`config.mk`:
```
export PLATFORM = sky130hd
export DESIGN_NAME = stsi_indicator_port
export DESIGN_NICKNAME = d
export VERILOG_FILES = /design/src/hdl/stsi_pkg.sv /design/src/hdl/stsi_addr_latch.sv /design/src/hdl/stsi_indicator_port.sv
export VERILOG_INCLUDE_DIRS = /design/src /design/src/hdl
export SDC_FILE = /design/constraint.sdc
export NUM_CORES = 1
export LEC_CHECK = 0
export BUFFER_PORTS_ARGS = -buffer_cell sky130_fd_sc_hd__clkbuf_2
export CAP_MARGIN = 40
export CELL_PAD_IN_SITES_DETAIL_PLACEMENT = 0
export CELL_PAD_IN_SITES_GLOBAL_PLACEMENT = 2
export CORE_MARGIN = 2
export CORE_UTILIZATION = 27
export CTS_CLUSTER_DIAMETER = 60
export DETAILED_ROUTE_END_ITERATION = 10
export PLACE_DENSITY = 0.88
export SYNTH_ARGS = -nofsm -noshare
export SYNTH_HDL_FRONTEND = slang
export SYNTH_SLANG_ARGS = --single-unit
```
`constraint.sdc`:
```
create_clock -name aclk -period 2.2 [get_ports aclk]
set_clock_uncertainty 0.05 [all_clocks]
set_input_delay 0.44 -clock aclk [delete_from_list [all_inputs] [get_ports aclk]]
set_output_delay 0.44 -clock aclk [all_outputs]
set_load 0.03 [all_outputs]
```
`src/hdl/stsi_defines.svh`:
```
// Offsets, field positions, reset values and select codes of the indicator port.
// Assumes inclusion by bare name from the design files.
`ifndef STSI_DEFINES_SVH
`define STSI_DEFINES_SVH

// ----------------------------------------------------------------------------
// Register offsets
// ----------------------------------------------------------------------------
`define STSI_OFF_CTRL        8'h00
`define STSI_OFF_STATUS      8'h04
`define STSI_OFF_WRCOUNT     8'h08
`define STSI_ADDR_W          8

// ----------------------------------------------------------------------------
// Control fields
// ----------------------------------------------------------------------------
`define STSI_CTRL_PORT_EN    0
`define STSI_CTRL_CLEAR      1
`define STSI_CTRL_ORDER_CLR  2
`define STSI_CTRL_RESET      1'h1

// ----------------------------------------------------------------------------
// Status fields
// ----------------------------------------------------------------------------
`define STSI_ST_LATCH_LSB    0
`define STSI_ST_ALL_PASSED   8
`define STSI_ST_ORDER_ERR    9

// ----------------------------------------------------------------------------
// Latch output codes on address lines 4..2, one per display segment
// ----------------------------------------------------------------------------
`define STSI_SEL_SEG_A       3'h7
`define STSI_SEL_SEG_B       3'h6
`define STSI_SEL_SEG_C       3'h5
`define STSI_SEL_SEG_D       3'h4
`define STSI_SEL_SEG_E       3'h3
`define STSI_SEL_SEG_F       3'h2
`define STSI_SEL_SEG_G       3'h1
`define STSI_LATCH_RESET     8'h00

`endif

```
`src/hdl/stsi_pkg.sv`:
```
// Types shared by the indicator port design.
// Assumes nothing of its surroundings.
package stsi_pkg;

  // --------------------------------------------------------------------------
  // Bus response codes
  // --------------------------------------------------------------------------
  typedef enum logic [1:0] {
    STSI_RESP_OKAY   = 2'h0,
    STSI_RESP_SLVERR = 2'h2
  } stsi_resp_t;

endpackage

```
`src/hdl/stsi_addr_latch.sv`:
```
// Eight-output addressable latch: one selected output takes the data bit.
// Assumes a synchronous active-low reset and a synchronous clear.
`timescale 1ns/1ps
`include "stsi_defines.svh"

module stsi_addr_latch #(
  parameter int N_OUT = 8,
  parameter int SEL_W = 3
) (
  input  wire logic             aclk,
  input  wire logic             aresetn,
  input  wire logic             clear,
  input  wire logic             enable,
  input  wire logic [SEL_W-1:0] sel,
  input  wire logic             d,
  output logic      [N_OUT-1:0] q
);

  if (N_OUT != (1 << SEL_W)) begin : g_bad_width
    $error("Output count must equal two to the select width.");
  end

  // --------------------------------------------------------------------------
  // One flip-flop per output
  // --------------------------------------------------------------------------
  genvar i;
  generate
    for (i = 0; i < N_OUT; i = i + 1) begin : g_bit
      wire hit;
      assign hit = enable && (sel == SEL_W'(i));
      always_ff @(posedge aclk) begin
        if (!aresetn || clear) begin
          q[i] <= 1'b0;
        end else if (hit) begin
          q[i] <= d;
        end
      end
    end
  endgenerate

endmodule // stsi_addr_latch

```
`src/hdl/stsi_indicator_port.sv`:
```
// Self-test segment indicator port with an AXI4-Lite register slave.
// Assumes processor I/O strobes synchronous to aclk and one clock domain.
//
// How it works
// Power-up clears latch; all segments lit.
// Enable on I/O write with A1 high.
// Address lines 2-4 pick the latch output.
// Seven addresses map to segments A-G.
// Segments go dark one by one per pass.
// Processor turns segment A off first.
// Segment B off after program memory checksum.
// Segment C off after working memory test.
// Segment D off after shared memory access.
// Segment E off after firmware versions match.
// Segment F off after arithmetic unit test.
// Segment G off after interrupt check.
// Data bit 0: one dark, zero lit.
//
// Chosen here: the AXI4-Lite slave port and the placing of the registers.
`timescale 1ns/1ps
`include "stsi_defines.svh"

module stsi_indicator_port #(
  parameter int CNT_W = 16
) (
  input  wire logic        aclk,
  input  wire logic        aresetn,
  // Processor I/O side.
  input  wire logic        io_request_n,
  input  wire logic        write_strobe_n,
  input  wire logic [4:1]  io_addr,
  input  wire logic        io_data0,
  output logic             arithmetic_unit_sel_n,
  output logic [6:0]       segment_drive,
  // AXI4-Lite slave.
  input  wire logic [7:0]  s_axi_awaddr,
  input  wire logic        s_axi_awvalid,
  output logic             s_axi_awready,
  input  wire logic [31:0] s_axi_wdata,
  input  wire logic [3:0]  s_axi_wstrb,
  input  wire logic        s_axi_wvalid,
  output logic             s_axi_wready,
  output logic [1:0]       s_axi_bresp,
  output logic             s_axi_bvalid,
  input  wire logic        s_axi_bready,
  input  wire logic [7:0]  s_axi_araddr,
  input  wire logic        s_axi_arvalid,
  output logic             s_axi_arready,
  output logic [31:0]      s_axi_rdata,
  output logic [1:0]       s_axi_rresp,
  output logic             s_axi_rvalid,
  input  wire logic        s_axi_rready
);

  if (CNT_W < 1 || CNT_W > 32) begin : g_bad_cnt_w
    $error("Write counter width must lie between 1 and 32.");
  end

  // --------------------------------------------------------------------------
  // Decoding functions
  // --------------------------------------------------------------------------
  function automatic logic is_mapped(input logic [7:0] a);
    is_mapped = (a == `STSI_OFF_CTRL) || (a == `STSI_OFF_STATUS) ||
                (a == `STSI_OFF_WRCOUNT);
  endfunction

  // --------------------------------------------------------------------------
  // State
  // --------------------------------------------------------------------------
  logic             port_en;
  logic             clear_pulse;
  logic             order_err;
  logic [CNT_W-1:0] wr_count;
  logic [7:0]       latch_q;
  logic             aw_held;
  logic [7:0]       aw_addr;
  logic             w_held;
  logic [31:0]      w_data;
  logic [3:0]       w_strb;

  // --------------------------------------------------------------------------
  // Indicator write decode
  // --------------------------------------------------------------------------
  wire io_write    = !io_request_n && !write_strobe_n;
  wire ind_enable  = io_write && io_addr[1] && port_en;
  wire [2:0] ind_sel = io_addr[4:2];
  wire seg_a_dark  = latch_q[`STSI_SEL_SEG_A];
  wire early_off   = ind_enable && io_data0 && !seg_a_dark &&
                     (ind_sel != `STSI_SEL_SEG_A);
  wire all_passed  = &latch_q[7:1];

  stsi_addr_latch #(
    .N_OUT (8),
    .SEL_W (3)
  ) u_latch (
    .aclk    (aclk),
    .aresetn (aresetn),
    .clear   (clear_pulse),
    .enable  (ind_enable),
    .sel     (ind_sel),
    .d       (io_data0),
    .q       (latch_q)
  );

  // --------------------------------------------------------------------------
  // Pin outputs
  // --------------------------------------------------------------------------
  always_ff @(posedge aclk) begin
    if (!aresetn) begin
      arithmetic_unit_sel_n <= 1'b1;
    end else begin
      arithmetic_unit_sel_n <= !(io_write && !io_addr[1]);
    end
  end

  // Segment drive is high for a lit segment, in order A..G from bit 6 down.
  wire [6:0] next_segment_drive = {
    !latch_q[`STSI_SEL_SEG_A], !latch_q[`STSI_SEL_SEG_B],
    !latch_q[`STSI_SEL_SEG_C], !latch_q[`STSI_SEL_SEG_D],
    !latch_q[`STSI_SEL_SEG_E], !latch_q[`STSI_SEL_SEG_F],
    !latch_q[`STSI_SEL_SEG_G]};

  always_ff @(posedge aclk) begin
    if (!aresetn) begin
      segment_drive <= 7'h7F;
    end else begin
      segment_drive <= next_segment_drive;
    end
  end

  // --------------------------------------------------------------------------
  // Write channel
  // --------------------------------------------------------------------------
  wire aw_take      = s_axi_awvalid && s_axi_awready;
  wire w_take       = s_axi_wvalid && s_axi_wready;
  wire do_write     = aw_held && w_held && !s_axi_bvalid;
  wire next_aw_held = (aw_held || aw_take) && !do_write;
  wire next_w_held  = (w_held || w_take) && !do_write;
  wire wr_ctrl      = do_write && (aw_addr == `STSI_OFF_CTRL) && w_strb[0];
  wire wr_hit       = is_mapped(aw_addr);

  always_ff @(posedge aclk) begin
    if (!aresetn) begin
      aw_held <= 1'b0;
      aw_addr <= 8'h00;
    end else begin
      aw_held <= next_aw_held;
      if (aw_take) begin
        aw_addr <= s_axi_awaddr;
      end
    end
  end

  always_ff @(posedge aclk) begin
    if (!aresetn) begin
      w_held <= 1'b0;
      w_data <= 32'h0000_0000;
      w_strb <= 4'h0;
    end else begin
      w_held <= next_w_held;
      if (w_take) begin
        w_data <= s_axi_wdata;
        w_strb <= s_axi_wstrb;
      end
    end
  end

  always_ff @(posedge aclk) begin
    if (!aresetn) begin
      s_axi_awready <= 1'b0;
      s_axi_wready  <= 1'b0;
    end else begin
      s_axi_awready <= !next_aw_held;
      s_axi_wready  <= !next_w_held;
    end
  end

  always_ff @(posedge aclk) begin
    if (!aresetn) begin
      s_axi_bvalid <= 1'b0;
      s_axi_bresp  <= stsi_pkg::STSI_RESP_OKAY;
    end else if (do_write) begin
      s_axi_bvalid <= 1'b1;
      s_axi_bresp  <= wr_hit ? stsi_pkg::STSI_RESP_OKAY : stsi_pkg::STSI_RESP_SLVERR;
    end else if (s_axi_bready) begin
      s_axi_bvalid <= 1'b0;
    end
  end

  // --------------------------------------------------------------------------
  // Control register and clear command
  // --------------------------------------------------------------------------
  always_ff @(posedge aclk) begin
    if (!aresetn) begin
      port_en     <= `STSI_CTRL_RESET;
      clear_pulse <= 1'b0;
    end else begin
      clear_pulse <= wr_ctrl && w_data[`STSI_CTRL_CLEAR];
      if (wr_ctrl) begin
        port_en <= w_data[`STSI_CTRL_PORT_EN];
      end
    end
  end

  // Sticky flag: a segment switched off while segment A is still lit.
  wire order_clr = wr_ctrl && w_data[`STSI_CTRL_ORDER_CLR];

  always_ff @(posedge aclk) begin
    if (!aresetn) begin
      order_err <= 1'b0;
    end else if (early_off) begin
      order_err <= 1'b1;
    end else if (order_clr) begin
      order_err <= 1'b0;
    end
  end

  // Counts once per strobe rather than once per cycle of a long strobe.
  logic write_strobe_n_q;

  // Count of enabled indicator write cycles.
  always_ff @(posedge aclk) begin
    if (!aresetn) begin
      wr_count <= '0;
    end else if (ind_enable && write_strobe_n_q) begin
      wr_count <= wr_count + 1'b1;
    end
  end

  always_ff @(posedge aclk) begin
    if (!aresetn) begin
      write_strobe_n_q <= 1'b1;
    end else begin
      write_strobe_n_q <= !ind_enable;
    end
  end

  // --------------------------------------------------------------------------
  // Read channel
  // --------------------------------------------------------------------------
  wire ar_take     = s_axi_arvalid && s_axi_arready;
  wire next_rvalid = ar_take || (s_axi_rvalid && !s_axi_rready);

  wire [31:0] rd_ctrl   = {31'h0000_0000, port_en};
  wire [31:0] rd_status = {22'h00_0000, order_err, all_passed, latch_q};
  wire [31:0] rd_count  = 32'(wr_count);
  wire [31:0] rd_value  = (s_axi_araddr == `STSI_OFF_CTRL)   ? rd_ctrl   :
                          (s_axi_araddr == `STSI_OFF_STATUS) ? rd_status :
                          (s_axi_araddr == `STSI_OFF_WRCOUNT) ? rd_count :
                          32'h0000_0000;

  always_ff @(posedge aclk) begin
    if (!aresetn) begin
      s_axi_arready <= 1'b0;
      s_axi_rvalid  <= 1'b0;
    end else begin
      s_axi_arready <= !next_rvalid;
      s_axi_rvalid  <= next_rvalid;
    end
  end

  always_ff @(posedge aclk) begin
    if (!aresetn) begin
      s_axi_rdata <= 32'h0000_0000;
      s_axi_rresp <= stsi_pkg::STSI_RESP_OKAY;
    end else if (ar_take) begin
      s_axi_rdata <= rd_value;
      s_axi_rresp <= is_mapped(s_axi_araddr) ? stsi_pkg::STSI_RESP_OKAY
                                             : stsi_pkg::STSI_RESP_SLVERR;
    end
  end

endmodule // stsi_indicator_port

```
# Word-level counts from Yosys, hierarchy flattened
# Index checks and enable logic that the tools add are counted.
# totals
regBits,91
# classes
eq_ne,12
muxes,9
n_addsub,1
n_reduce_logical,61
# op_table
cell,n
16-bit two-way mux,3
1-bit logical AND,28
1-bit zero test,19
16-bit by 1-bit adder with 16-bit output (second input constant),1
8-bit by 3-bit == test with 1-bit output (second input constant),2
8-bit by 4-bit == test with 1-bit output (second input constant),2
8-bit zero test,2
3-bit == test (second input constant),4
1-bit logical OR,8
7-bit AND reduction,1
3-bit by 2-bit == test with 1-bit output (second input constant),2
1-bit two-way mux,4
2-bit two-way mux,2
2-bit nonzero test,2
3-bit by 1-bit == test with 1-bit output (second input constant),1
3-bit zero test,1
3-bit != test (second input constant),1

# Depth between registers and ports, before layout
# Gate-level depths: netlist of the first run.
# logic_depth
depth_word,8
depth_mapped,5
depth_no_buf,5

# Modules after synthesis
# A second synthesis of the first run with hierarchy kept.
# unflattened
cells_unflattened,342
area_unflattened_um2,3096.7
# modules_own_cells
module,n_inst,seq_area_each_um2,cells_each,area_each_um2
stsi_indicator_port,1,1301.2,308,2698.8
stsi_addr_latch,1,160.2,34,397.9

# Worst setup path before layout of the first run
# Ideal clock, no wire load.
# synth_timing
path_kind,in2reg
startpoint,input s_axi_araddr[5]
endpoint,register s_axi_rdata[8]
required_time_ns,2.091
arrival_time_ns,1.646
path_buffers,0
path_stages,4
setup_ns,0.059
path_slack_ns,0.445
cell_sequence,or4_4 > or3_1 > o21ai_0 > o211a_1
# synth_via
elab_chain_cells,4
elab_cells_between_ends,6
classes_between,2 x eq/ne; 3 x mux; 1 x reduce/logical
# synth_rtl
element,line,source
start: declaration,stsi_indicator_port.sv:46,"input wire logic [7:0] s_axi_araddr,"
8-bit by 4-bit == test with 1-bit output (no source line),-,
16-bit two-way mux,stsi_indicator_port.sv:249,(s_axi_araddr == `STSI_OFF_WRCOUNT) ? rd_count :
16-bit two-way mux,stsi_indicator_port.sv:248,(s_axi_araddr == `STSI_OFF_STATUS) ? rd_status :
16-bit two-way mux (*),stsi_indicator_port.sv:247,wire [31:0] rd_value = (s_axi_araddr == `STSI_OFF_CTRL) ? rd_ctrl :
end signal: assignment,stsi_indicator_port.sv:267,s_axi_rdata <= rd_value;
end: declaration,stsi_indicator_port.sv:49,"output logic [31:0] s_axi_rdata,"
# Every way passes the cells marked *; elsewhere a longest branch is shown, timed or not.
# A chain may end at the register's enable or synchronous reset.

# Worst setup path in the final report of the first run
# layout_timing
startpoint,register wr_count[1]
endpoint,register wr_count[12]
# layout_via
elab_chain_cells,1
# layout_rtl
element,line,source
start: declaration,stsi_indicator_port.sv:73,logic [CNT_W-1:0] wr_count;
start signal: assignment,stsi_indicator_port.sv:226,wr_count <= wr_count + 1'b1;
16-bit by 1-bit adder with 16-bit output,stsi_indicator_port.sv:226,
# Every way passes these cells.

==> results of run 1 <==
## report_power, final
part           leakage [uW]  switching [uW]  total (uW)  internal (uW)
combinational      0.000792             164         232           68.8
sequential         0.000592            23.0        1370           1350
clock              0.000155             543        1600           1050
## logic make-up (layout without fill, tap and decap cells)
group                      Yosys count  after routing  synth area share, %
xor gates and xnor gates             9              9                 2.55
DFF                                 73             73                 47.3
adders and majority gates            1              1                0.405
AOI/OAI and AO/OA                   62             62                 11.9
muxes                               11             11                 3.56
buffers and inverters               42             96                 7.37
other                                1             18                0.121
and+or+nand+nor                    159            159                 26.8
## worst max-delay path: stages, from the launching register on
cell and delay [ns]:
dfxtp_1 0.44, ha_1 0.27, inv_1 0.06, or3b_4 0.41
or4_1 0.40, a21oi_1 0.14
## how the worst max path moves through the flow
stage,startpoint,to,slack (ns),cells past startpoint
floorplan,s_axi_araddr[5],s_axi_rdata[8],0.45,4
global placement,s_axi_araddr[5],s_axi_rdata[6],0.27,5
detailed placement,s_axi_araddr[5],s_axi_rdata[9],0.25,5
CTS,port_en,u_latch.q[1],0.37,5
global route,wr_count[1],wr_count[12],0.26,5
finish,wr_count[1],wr_count[12],0.36,5
## sequential cells by signal (all words and copies together) (netlist names), 3 cells and up
signal	flops
aw_addr	8
s_axi_rdata	16
segment_drive	7
u_latch.q	8
w_data	3
wr_count	16
## cells in the mapped netlist, types with 2 or more instances
| cell type | instances | area [um^2] |
|---|---|---|
| nand4b_1 | 3 | 26.3 |
| buf_1 | 3 | 11.3 |
| xor2_1 | 4 | 35.0 |
| mux2i_1 | 11 | 110 |
| nor3_1 | 3 | 15.0 |
| o31ai_1 | 2 | 15.0 |
| and2_1 | 2 | 12.5 |
| nand2_1 | 43 | 161 |
| and3_1 | 5 | 31.3 |
| clkbuf_1 | 13 | 48.8 |
| nand4_1 | 11 | 68.8 |
| or3_1 | 3 | 18.8 |
| nand3_1 | 23 | 115 |
| nor4_1 | 5 | 31.3 |
| a22oi_1 | 12 | 90.1 |
| o21ai_0 | 15 | 75.1 |
| nor4b_1 | 2 | 17.5 |
| dfxtp_1 | 73 | 1460 |
| a21oi_1 | 26 | 130 |
| nand2b_1 | 5 | 31.3 |
| buf_4 | 18 | 135 |
| nor2_1 | 40 | 150 |
| xnor2_1 | 5 | 43.8 |
| or4_1 | 4 | 30.0 |
| inv_1 | 6 | 22.5 |
## per-layer routing
metal | global-route usage, % | vias to the layer above
met2 | 19.6 | 77
met3 | 4.65 | 9
met4 | 3.29 | 0
met5 | 0 | -
li1 | - | 1357
met1 | 17.3 | 1258
## metrics by stage
stage | total power, uW | cell area, um^2
after CTS | 3240 | 3860
after detailed placement | 1630 | 3520
final | 3200 | 3860
after global routing | 3320 | 3860
after floorplan | 1570 | 3160
after global placement | 1630 | 3520
## area by class of cell
type	count	area, um^2	share of cell area, %
multi-input combinational	260	1470	38.0
clock inverter	4	75.1	1.95
clock buffer	12	256	6.65
timing repair buffer	74	395	10.3
sequential	73	1460	37.9
inverter	6	22.5	0.584
tap	143	179	4.64
==> impl_metrics.py, run 1 <==
metrics = {
    "worst_setup_path": {
        "ff2ff_path_depth": 5,
        "critPathArrivalTime_ns": 2.05,
        "r2r_slack_ns": 0.36,
        "path_max_fanout": 6,
        "setup.worst_path.start_class": "register",
        "setup.worst_path.class": "register to register",
        "r2r-start": "wr_count[1]",
        "cp.required_ns": 2.41,
        "worstReg2RegEnd": "wr_count[12]",
        "crit_path_end_kind": "register",
    },
    "synth": {
        "synth.yosys.warnings": 0,
        "synthesis.area_mm2": 0.00309,
        "synth_edf_count": 0,
        "postSynthCellCount": 358,
        "synth.yosys.seq_area_share_pct": 47.3,
        "synth_cell_types": 46,
        "postSynth.asyncResetShare_pct": 0,
        "synth_flop_cell": "dfxtp_1",
        "synth.ff_latch_count": 73,
        "syn_area_per_cell_um2": 8.64,
    },
    "sta": {
        "fin_tns_setup_ns": 0,
        "max_freq_mhz": 545,
        "worst_path_setup_slack_after_routing_ns": 0.364,
        "slew_viol_final": 0,
        "tightest_slew_ns": 0.567,
        "finalWorstPathRequiredPeriod_ns": 1.84,
        "hold_ws_ns": 0.292,
        "setup_viol": 0,
        "period_share_pct": 83.5,
        "worst_slew_margin_rel_pct": 62.0,
        "finalHoldViolations": 0,
        "unrepaired_setup_endpoints_after_global_routing": "no",
    },
    "grt": {
        "maximum_number_of_pins_on_one_net_before_global_route_repair": 23,
        "via_count_of_the_first_global_routing_pass": 2484,
        "globalRoute.totalOverflow": 0,
        "grtUsageTotal_pct": 12.8,
        "grt_pass1_wl_mm": 12.6,
        "antenna_found_initial": 0,
    },
    "cells_and_area": {
        "drive_above_1_share_pct": 22.1,
        "mostFrequentLayoutCell": "dfxtp_1",
        "fin_nets": 491,
        "postLayoutCoreUtil_pct": 34.2,
        "insertedDiodeCount": 0,
        "synthToLayoutAreaGrowth_pct": 24.7,
        "fillerInstances": 1194,
        "final_cell_count_no_fill": 572,
        "commonest_cells_after_routing_fill_and_taps_aside": "dfxtp_1, clkbuf_2, nand2_1, nor2_1, a21oi_1",
    },
    "run_status": {
        "run_status": "completed",
    },
    "cts": {
        "cts_buffer_depth": 2,
        "cts.sinks": 73,
        "clock_tree.root_cell": "clkbuf_16",
        "clk_latency_ns": 0.33,
        "postCtsSetupBuffers": 0,
        "hold_fix_buffer_count_after_cts": 0,
        "post_cts.resized_instances": 0,
        "tritoncts": "built",
        "cts.htree.levels": 3,
        "worst_setup_hold_path_clk_slew_ns": 0.06,
        "cts_bufs_inserted": 9,
    },
    "route": {
        "ant_nets": 0,
        "drt-initial-drc-count": 174,
        "drc": 0,
        "route.layer.met1.wl_mm": 3.67,
        "wl_met3_um": 487,
        "detail_route.wirelength_mm": 7.67,
        "met2_length_mm": 3.43,
        "highest-signal-layer": "met4",
        "drt_pass1_iterations": 4,
        "vias": 2701,
        "route.detailed.wl_per_inst_um": 13.4,
        "post_drt_via_cell_ratio": 4.72,
    },
    "pwr": {
        "p_per_area_mw_per_mm2": 830,
        "ir_worst_vdd_mv": 0.374,
        "leakage_power_uw": 0.00154,
    },
    "die": {
        "die_height_um": 111,
        "floorplan.die.width_um": 111,
        "initial_core_util_pct": 27.4,
        "dieArea_mm2": 0.0123,
        "core_area_mm2": 0.0113,
        "design.portCount": 115,
        "rows": 39,
    },
    "place": {
        "pre_cts_slack_ns": 0.251,
        "hpwl_mm": 5.77,
        "weighted_congestion_reported_at_the_end_of_routability_driven_placement": 0.846,
        "placement.io_buffers": 64,
        "placedCellCount": 556,
    },
    "worst_hold_path": {
        "hold_start": "s_axi_awaddr[4]",
        "min_delay_worst_endpoint": "aw_addr[4]",
        "min_path_type": "primary input to register",
        "worst_hold_path.num_cells": 3,
    },
    "flow_run": {
        "cap_violations": 0,
    },
}
Power figures use the tool's default switching activity.
==> run 2, diff against run 1 <==
- CORE_UTILIZATION: 27 -> 25
- PLACE_DENSITY: 0.88 -> 0.86
- clock period: 2.2 -> 1.55 ns (I/O delays scaled with it)
==> impl_metrics.py, run 2 (synthesis results as in run 1) <==
metrics = {
    "die": {
        "floorplan.die.width_um": 115,
        "initial_core_util_pct": 25.6,
        "design.portCount": 115,
        "dieArea_mm2": 0.0133,
        "core_area_mm2": 0.0121,
        "rows": 40,
        "die_height_um": 115,
    },
    "worst_setup_path": {
        "cp.required_ns": 1.76,
        "r2r_slack_ns": -0.05,
        "path_max_fanout": 3,
        "setup.worst_path.start_class": "register",
        "critPathArrivalTime_ns": 1.81,
        "crit_path_end_kind": "register",
        "setup.worst_path.class": "register to register",
    },
    "route": {
        "detail_route.wirelength_mm": 8.31,
        "vias": 2800,
        "drt_pass1_iterations": 4,
        "drt-initial-drc-count": 181,
        "post_drt_via_cell_ratio": 4.45,
        "ant_nets": 0,
        "drc": 0,
        "route.detailed.wl_per_inst_um": 13.2,
    },
    "cts": {
        "clk_latency_ns": 0.34,
        "worst_setup_hold_path_clk_slew_ns": 0.06,
        "hold_fix_buffer_count_after_cts": 0,
        "cts_bufs_inserted": 9,
        "cts.sinks": 73,
        "tritoncts": "built",
        "clock_tree.root_cell": "clkbuf_16",
        "cts_buffer_depth": 2,
        "cts.htree.levels": 3,
    },
    "cells_and_area": {
        "insertedDiodeCount": 0,
        "drive_above_1_share_pct": 32.8,
        "layout_top_registers": "s_axi_rdata (16), wr_count (16)",
        "commonest_cells_after_routing_fill_and_taps_aside": "dfxtp_1, clkbuf_2, nand2_1, nor2_1, buf_4",
        "synthToLayoutAreaGrowth_pct": 35.0,
        "postLayoutCoreUtil_pct": 34.6,
        "fin_area_mm2": 0.00417,
        "fin_nets": 523,
    },
    "grt": {
        "grt_pass1_wl_mm": 13.3,
        "met1_usage_pct": 17.7,
        "antenna_found_initial": 0,
        "grtUsageMet2_pct": 20.1,
        "top_usage_layer": "met2",
        "maximum_number_of_pins_on_one_net_before_global_route_repair": 21,
        "via_count_of_the_first_global_routing_pass": 2596,
        "globalRouteMet3Util_pct": 4.06,
        "grtUsageTotal_pct": 13.0,
        "globalRoute.totalOverflow": 0,
    },
    "pwr": {
        "leakage_power_uw": 0.00171,
        "ir_worst_vdd_mv": 0.410,
        "p_per_area_mw_per_mm2": 1020,
    },
    "sta": {
        "period_share_pct": 103,
        "finalWorstPathRequiredPeriod_ns": 1.60,
        "slew_viol_final": 0,
        "unrepaired_setup_endpoints_after_global_routing": "yes",
        "finalHoldViolations": 0,
        "worst_path_setup_slack_after_routing_ns": -0.0452,
        "max_freq_mhz": 627,
        "setup_viol": 2,
        "fin_tns_setup_ns": -0.0818,
    },
    "worst_hold_path": {
        "min_path_type": "primary input to register",
    },
    "place": {
        "detailed_place.area_mm2": 0.00377,
        "weighted_congestion_reported_at_the_end_of_routability_driven_placement": 0.841,
        "pre_cts_slack_ns": -0.207,
        "placement.io_buffers": 64,
        "hpwl_mm": 6.30,
    },
    "flow_run": {
        "cap_violations": 0,
    },
    "run_status": {
        "failing_checks": "negative setup slack",
        "run_status": "finished, violations left",
    },
}
## run 2: changes by cell type in the layout (fill, tap and decap cells not counted), moves of 3 or more
cell     previous run  this run
buf_4              10        40
dfxtp_1            73        64
dfxtp_2             0         8
nand3_1            23        20
nand3_2             0         3
## run 2: final cells by class
| type | instances | area, um^2 |
|---|---|---|
| clock inverter | 7 | 51.3 |
| multi-input combinational | 260 | 1550 |
| tap | 168 | 210 |
| timing repair buffer | 106 | 643 |
| inverter | 6 | 22.5 |
| sequential | 73 | 1480 |
| clock buffer | 9 | 225 |
| fill | 1247 | 7890 |
## run 2: metrics by stage
stage          hold WS (ns)  instances  total power, uW
2_1_floorplan         0.318        375             2240
3_3_place_gp          0.362        607             2340
3_5_place_dp          0.358        607             2340
4_1_cts               0.137        626             4290
5_1_grt               0.143        629             4430
6_report              0.148        629             4240
## run 2: critical path, cell delays in order, from the launching register on
cell and delay [ns]:
dfxtp_4 0.36, ha_4 0.14, inv_2 0.03, or3b_4 0.40, or4_4 0.43, a21oi_2 0.12
## run 2: final timing paths
check                          endpoint  cells past startpoint          from
setup / recovery           wr_count[14]                      5   wr_count[1]
hold / removal    arithmetic_unit_sel_n                      2    io_addr[1]
setup reg to reg           wr_count[14]                      5   wr_count[1]
hold reg to reg        segment_drive[4]                      1  u_latch.q[5]
## run 2: repair_timing
item,in CTS,in global routing
pin swaps,7,6
gates resized for setup,7,15
setup buffers,3,3
setup endpoints to repair,7,9
## run 2: report_power, final
group / leakage, uW / internal, uW / switching (uW)
combinational: 0.000971 / 119 / 247
sequential: 0.000595 / 1910 / 27.6
clock: 0.000140 / 1090 / 836
total: 0.00171 / 3130 / 1110
## run 2: routing by layer
metal  up-vias  share of wire (%)  routed length [um]
met5         -                  0                   0
met4         0                1.0                  84
met3         7                6.0                 499
met2        80                 45                3700
met1      1293                 48                4020
li1       1420                  -                   -
==> run 3, diff against run 2 <==
- SKIP_LAST_GASP: not set -> 1
==> impl_metrics.py, run 3 (synthesis results as in run 1) <==
metrics = {
    "die": {
        "floorplan.die.width_um": 115,
        "design.portCount": 115,
        "rows": 40,
        "dieArea_mm2": 0.0133,
        "core_area_mm2": 0.0121,
        "initial_core_util_pct": 25.6,
        "die_height_um": 115,
    },
    "cts": {
        "cts_bufs_inserted": 9,
        "cts_buffer_depth": 2,
        "clk_latency_ns": 0.34,
        "cts.htree.levels": 3,
        "hold_fix_buffer_count_after_cts": 0,
        "tritoncts": "built",
        "worst_setup_hold_path_clk_slew_ns": 0.06,
        "clock_tree.root_cell": "clkbuf_16",
        "cts.sinks": 73,
    },
    "cells_and_area": {
        "fin_area_mm2": 0.00417,
        "insertedDiodeCount": 0,
        "fillerInstances": 1248,
        "final_cell_count_no_fill": 629,
        "mostFrequentLayoutCell": "dfxtp_1",
        "layout_top_registers": "s_axi_rdata (16), wr_count (16)",
        "commonest_cells_after_routing_fill_and_taps_aside": "dfxtp_1, clkbuf_2, nand2_1, nor2_1, buf_4",
        "fin_nets": 523,
        "drive_above_1_share_pct": 32.3,
        "synthToLayoutAreaGrowth_pct": 34.8,
    },
    "worst_hold_path": {
        "min_path_type": "primary input to register",
        "hold_start": "io_addr[1]",
    },
    "worst_setup_path": {
        "critical_path.startpoint": "wr_count[1]",
        "path_max_fanout": 3,
        "critPathArrivalTime_ns": 1.80,
        "r2r-start": "wr_count[1]",
        "worst_path_max_delay_cell": "or4_4",
        "crit_path_end_kind": "register",
        "setup.worst_path.start_class": "register",
        "crit_chain": "ha_4, inv_2, or3b_4, or4_4, a21oi_2",
        "cp.required_ns": 1.76,
        "setup.worst_path.class": "register to register",
        "timing.critical_path.slowest_cell_delay_ns": 0.42,
    },
    "sta": {
        "setup_viol": 2,
        "period_share_pct": 103,
        "finalHoldViolations": 0,
        "max_freq_mhz": 628,
        "fin_tns_setup_ns": -0.0741,
        "unrepaired_setup_endpoints_after_global_routing": "yes",
        "slew_viol_final": 0,
        "finalWorstPathRequiredPeriod_ns": 1.59,
        "hold_ws_ns": 0.149,
        "worst_path_setup_slack_after_routing_ns": -0.0417,
    },
    "route": {
        "drc": 0,
        "drt-initial-drc-count": 150,
        "drt_pass1_iterations": 4,
        "ant_nets": 0,
        "route.detailed.wl_per_inst_um": 13.1,
        "post_drt_via_cell_ratio": 4.41,
        "detail_route.wirelength_mm": 8.26,
        "vias": 2774,
    },
    "place": {
        "weighted_congestion_reported_at_the_end_of_routability_driven_placement": 0.841,
        "placement.io_buffers": 64,
        "detailed_place.area_mm2": 0.00377,
        "placedCellCount": 607,
        "hpwl_mm": 6.30,
    },
    "grt": {
        "grtUsageMet2_pct": 20.1,
        "globalRoute.totalOverflow": 0,
        "antenna_found_initial": 0,
        "via_count_of_the_first_global_routing_pass": 2596,
        "grt_pass1_wl_mm": 13.3,
        "top_usage_layer": "met2",
        "met1_usage_pct": 17.7,
        "maximum_number_of_pins_on_one_net_before_global_route_repair": 21,
        "globalRouteMet3Util_pct": 4.06,
        "grtUsageTotal_pct": 13.0,
    },
    "run_status": {
        "run_status": "finished, violations left",
        "failing_checks": "negative setup slack",
    },
    "pwr": {
        "power_uw": 4240,
        "p_per_area_mw_per_mm2": 1020,
        "ir_worst_vdd_mv": 0.410,
        "leakage_power_uw": 0.00171,
    },
    "flow_run": {
        "cap_violations": 0,
    },
}
==> run 3: final timing paths <==
kind,end,slack [ns],depth (start not counted)
setup / recovery,wr_count[14],-0.04,5
hold / removal,arithmetic_unit_sel_n,0.15,2
setup reg to reg,wr_count[14],-0.04,5
hold reg to reg,segment_drive[4],0.37,1
==> run 3: cell type report <==
cell class,instances,area [um^2],share of cell area (%)
clock inverters,7,51.3,1.23
clock buffers,9,225,5.40
multi-input cells,260,1540,37.0
repair buffers,106,643,15.4
flip-flops and latches,73,1470,35.4
inverters,6,22.5,0.540
well taps,168,210,5.04
==> run 3: stage by stage <==
stage               worst slack (ns)  utilization, %
finish                       -0.0417            34.6
global route                 -0.0940            34.6
CTS                          -0.0325            33.9
detailed placement            -0.207            31.3
global placement              -0.186            31.3
floorplan                    -0.0448               -
==> run 3: repair_timing <==
| action | CTS | global route |
|---|---|---|
| cloned | 0 | 0 |
| setup endpoints to repair | 7 | 9 |
| gates resized for setup | 7 | 13 |
| buffers inserted | 3 | 3 |
| pin swaps | 7 | 6 |
==> run 3: worst max-delay path: cells and delay by family, from the launching register on <==
family | cells | cell delay (ns)
compound gates | 1 | 0.12
fa+ha+maj | 1 | 0.14
buf+inv | 1 | 0.03
flops | 1 | 0.36
simple gates | 2 | 0.82
==> run 3: layer usage <==
metal  vias up  part of all wire (%)
li1       1422                     -
met1      1283                    49
met2        62                    45
met3         7                   4.7
met4         0                   1.0
met5         -                     0
==> run 3: where the power goes <==
part / internal [uW] / total [uW] / switching [uW]
clock: 1090 / 1930 / 835
combinational: 119 / 367 / 248
sequential: 1910 / 1940 / 27.6
total: 3130 / 4240 / 1110
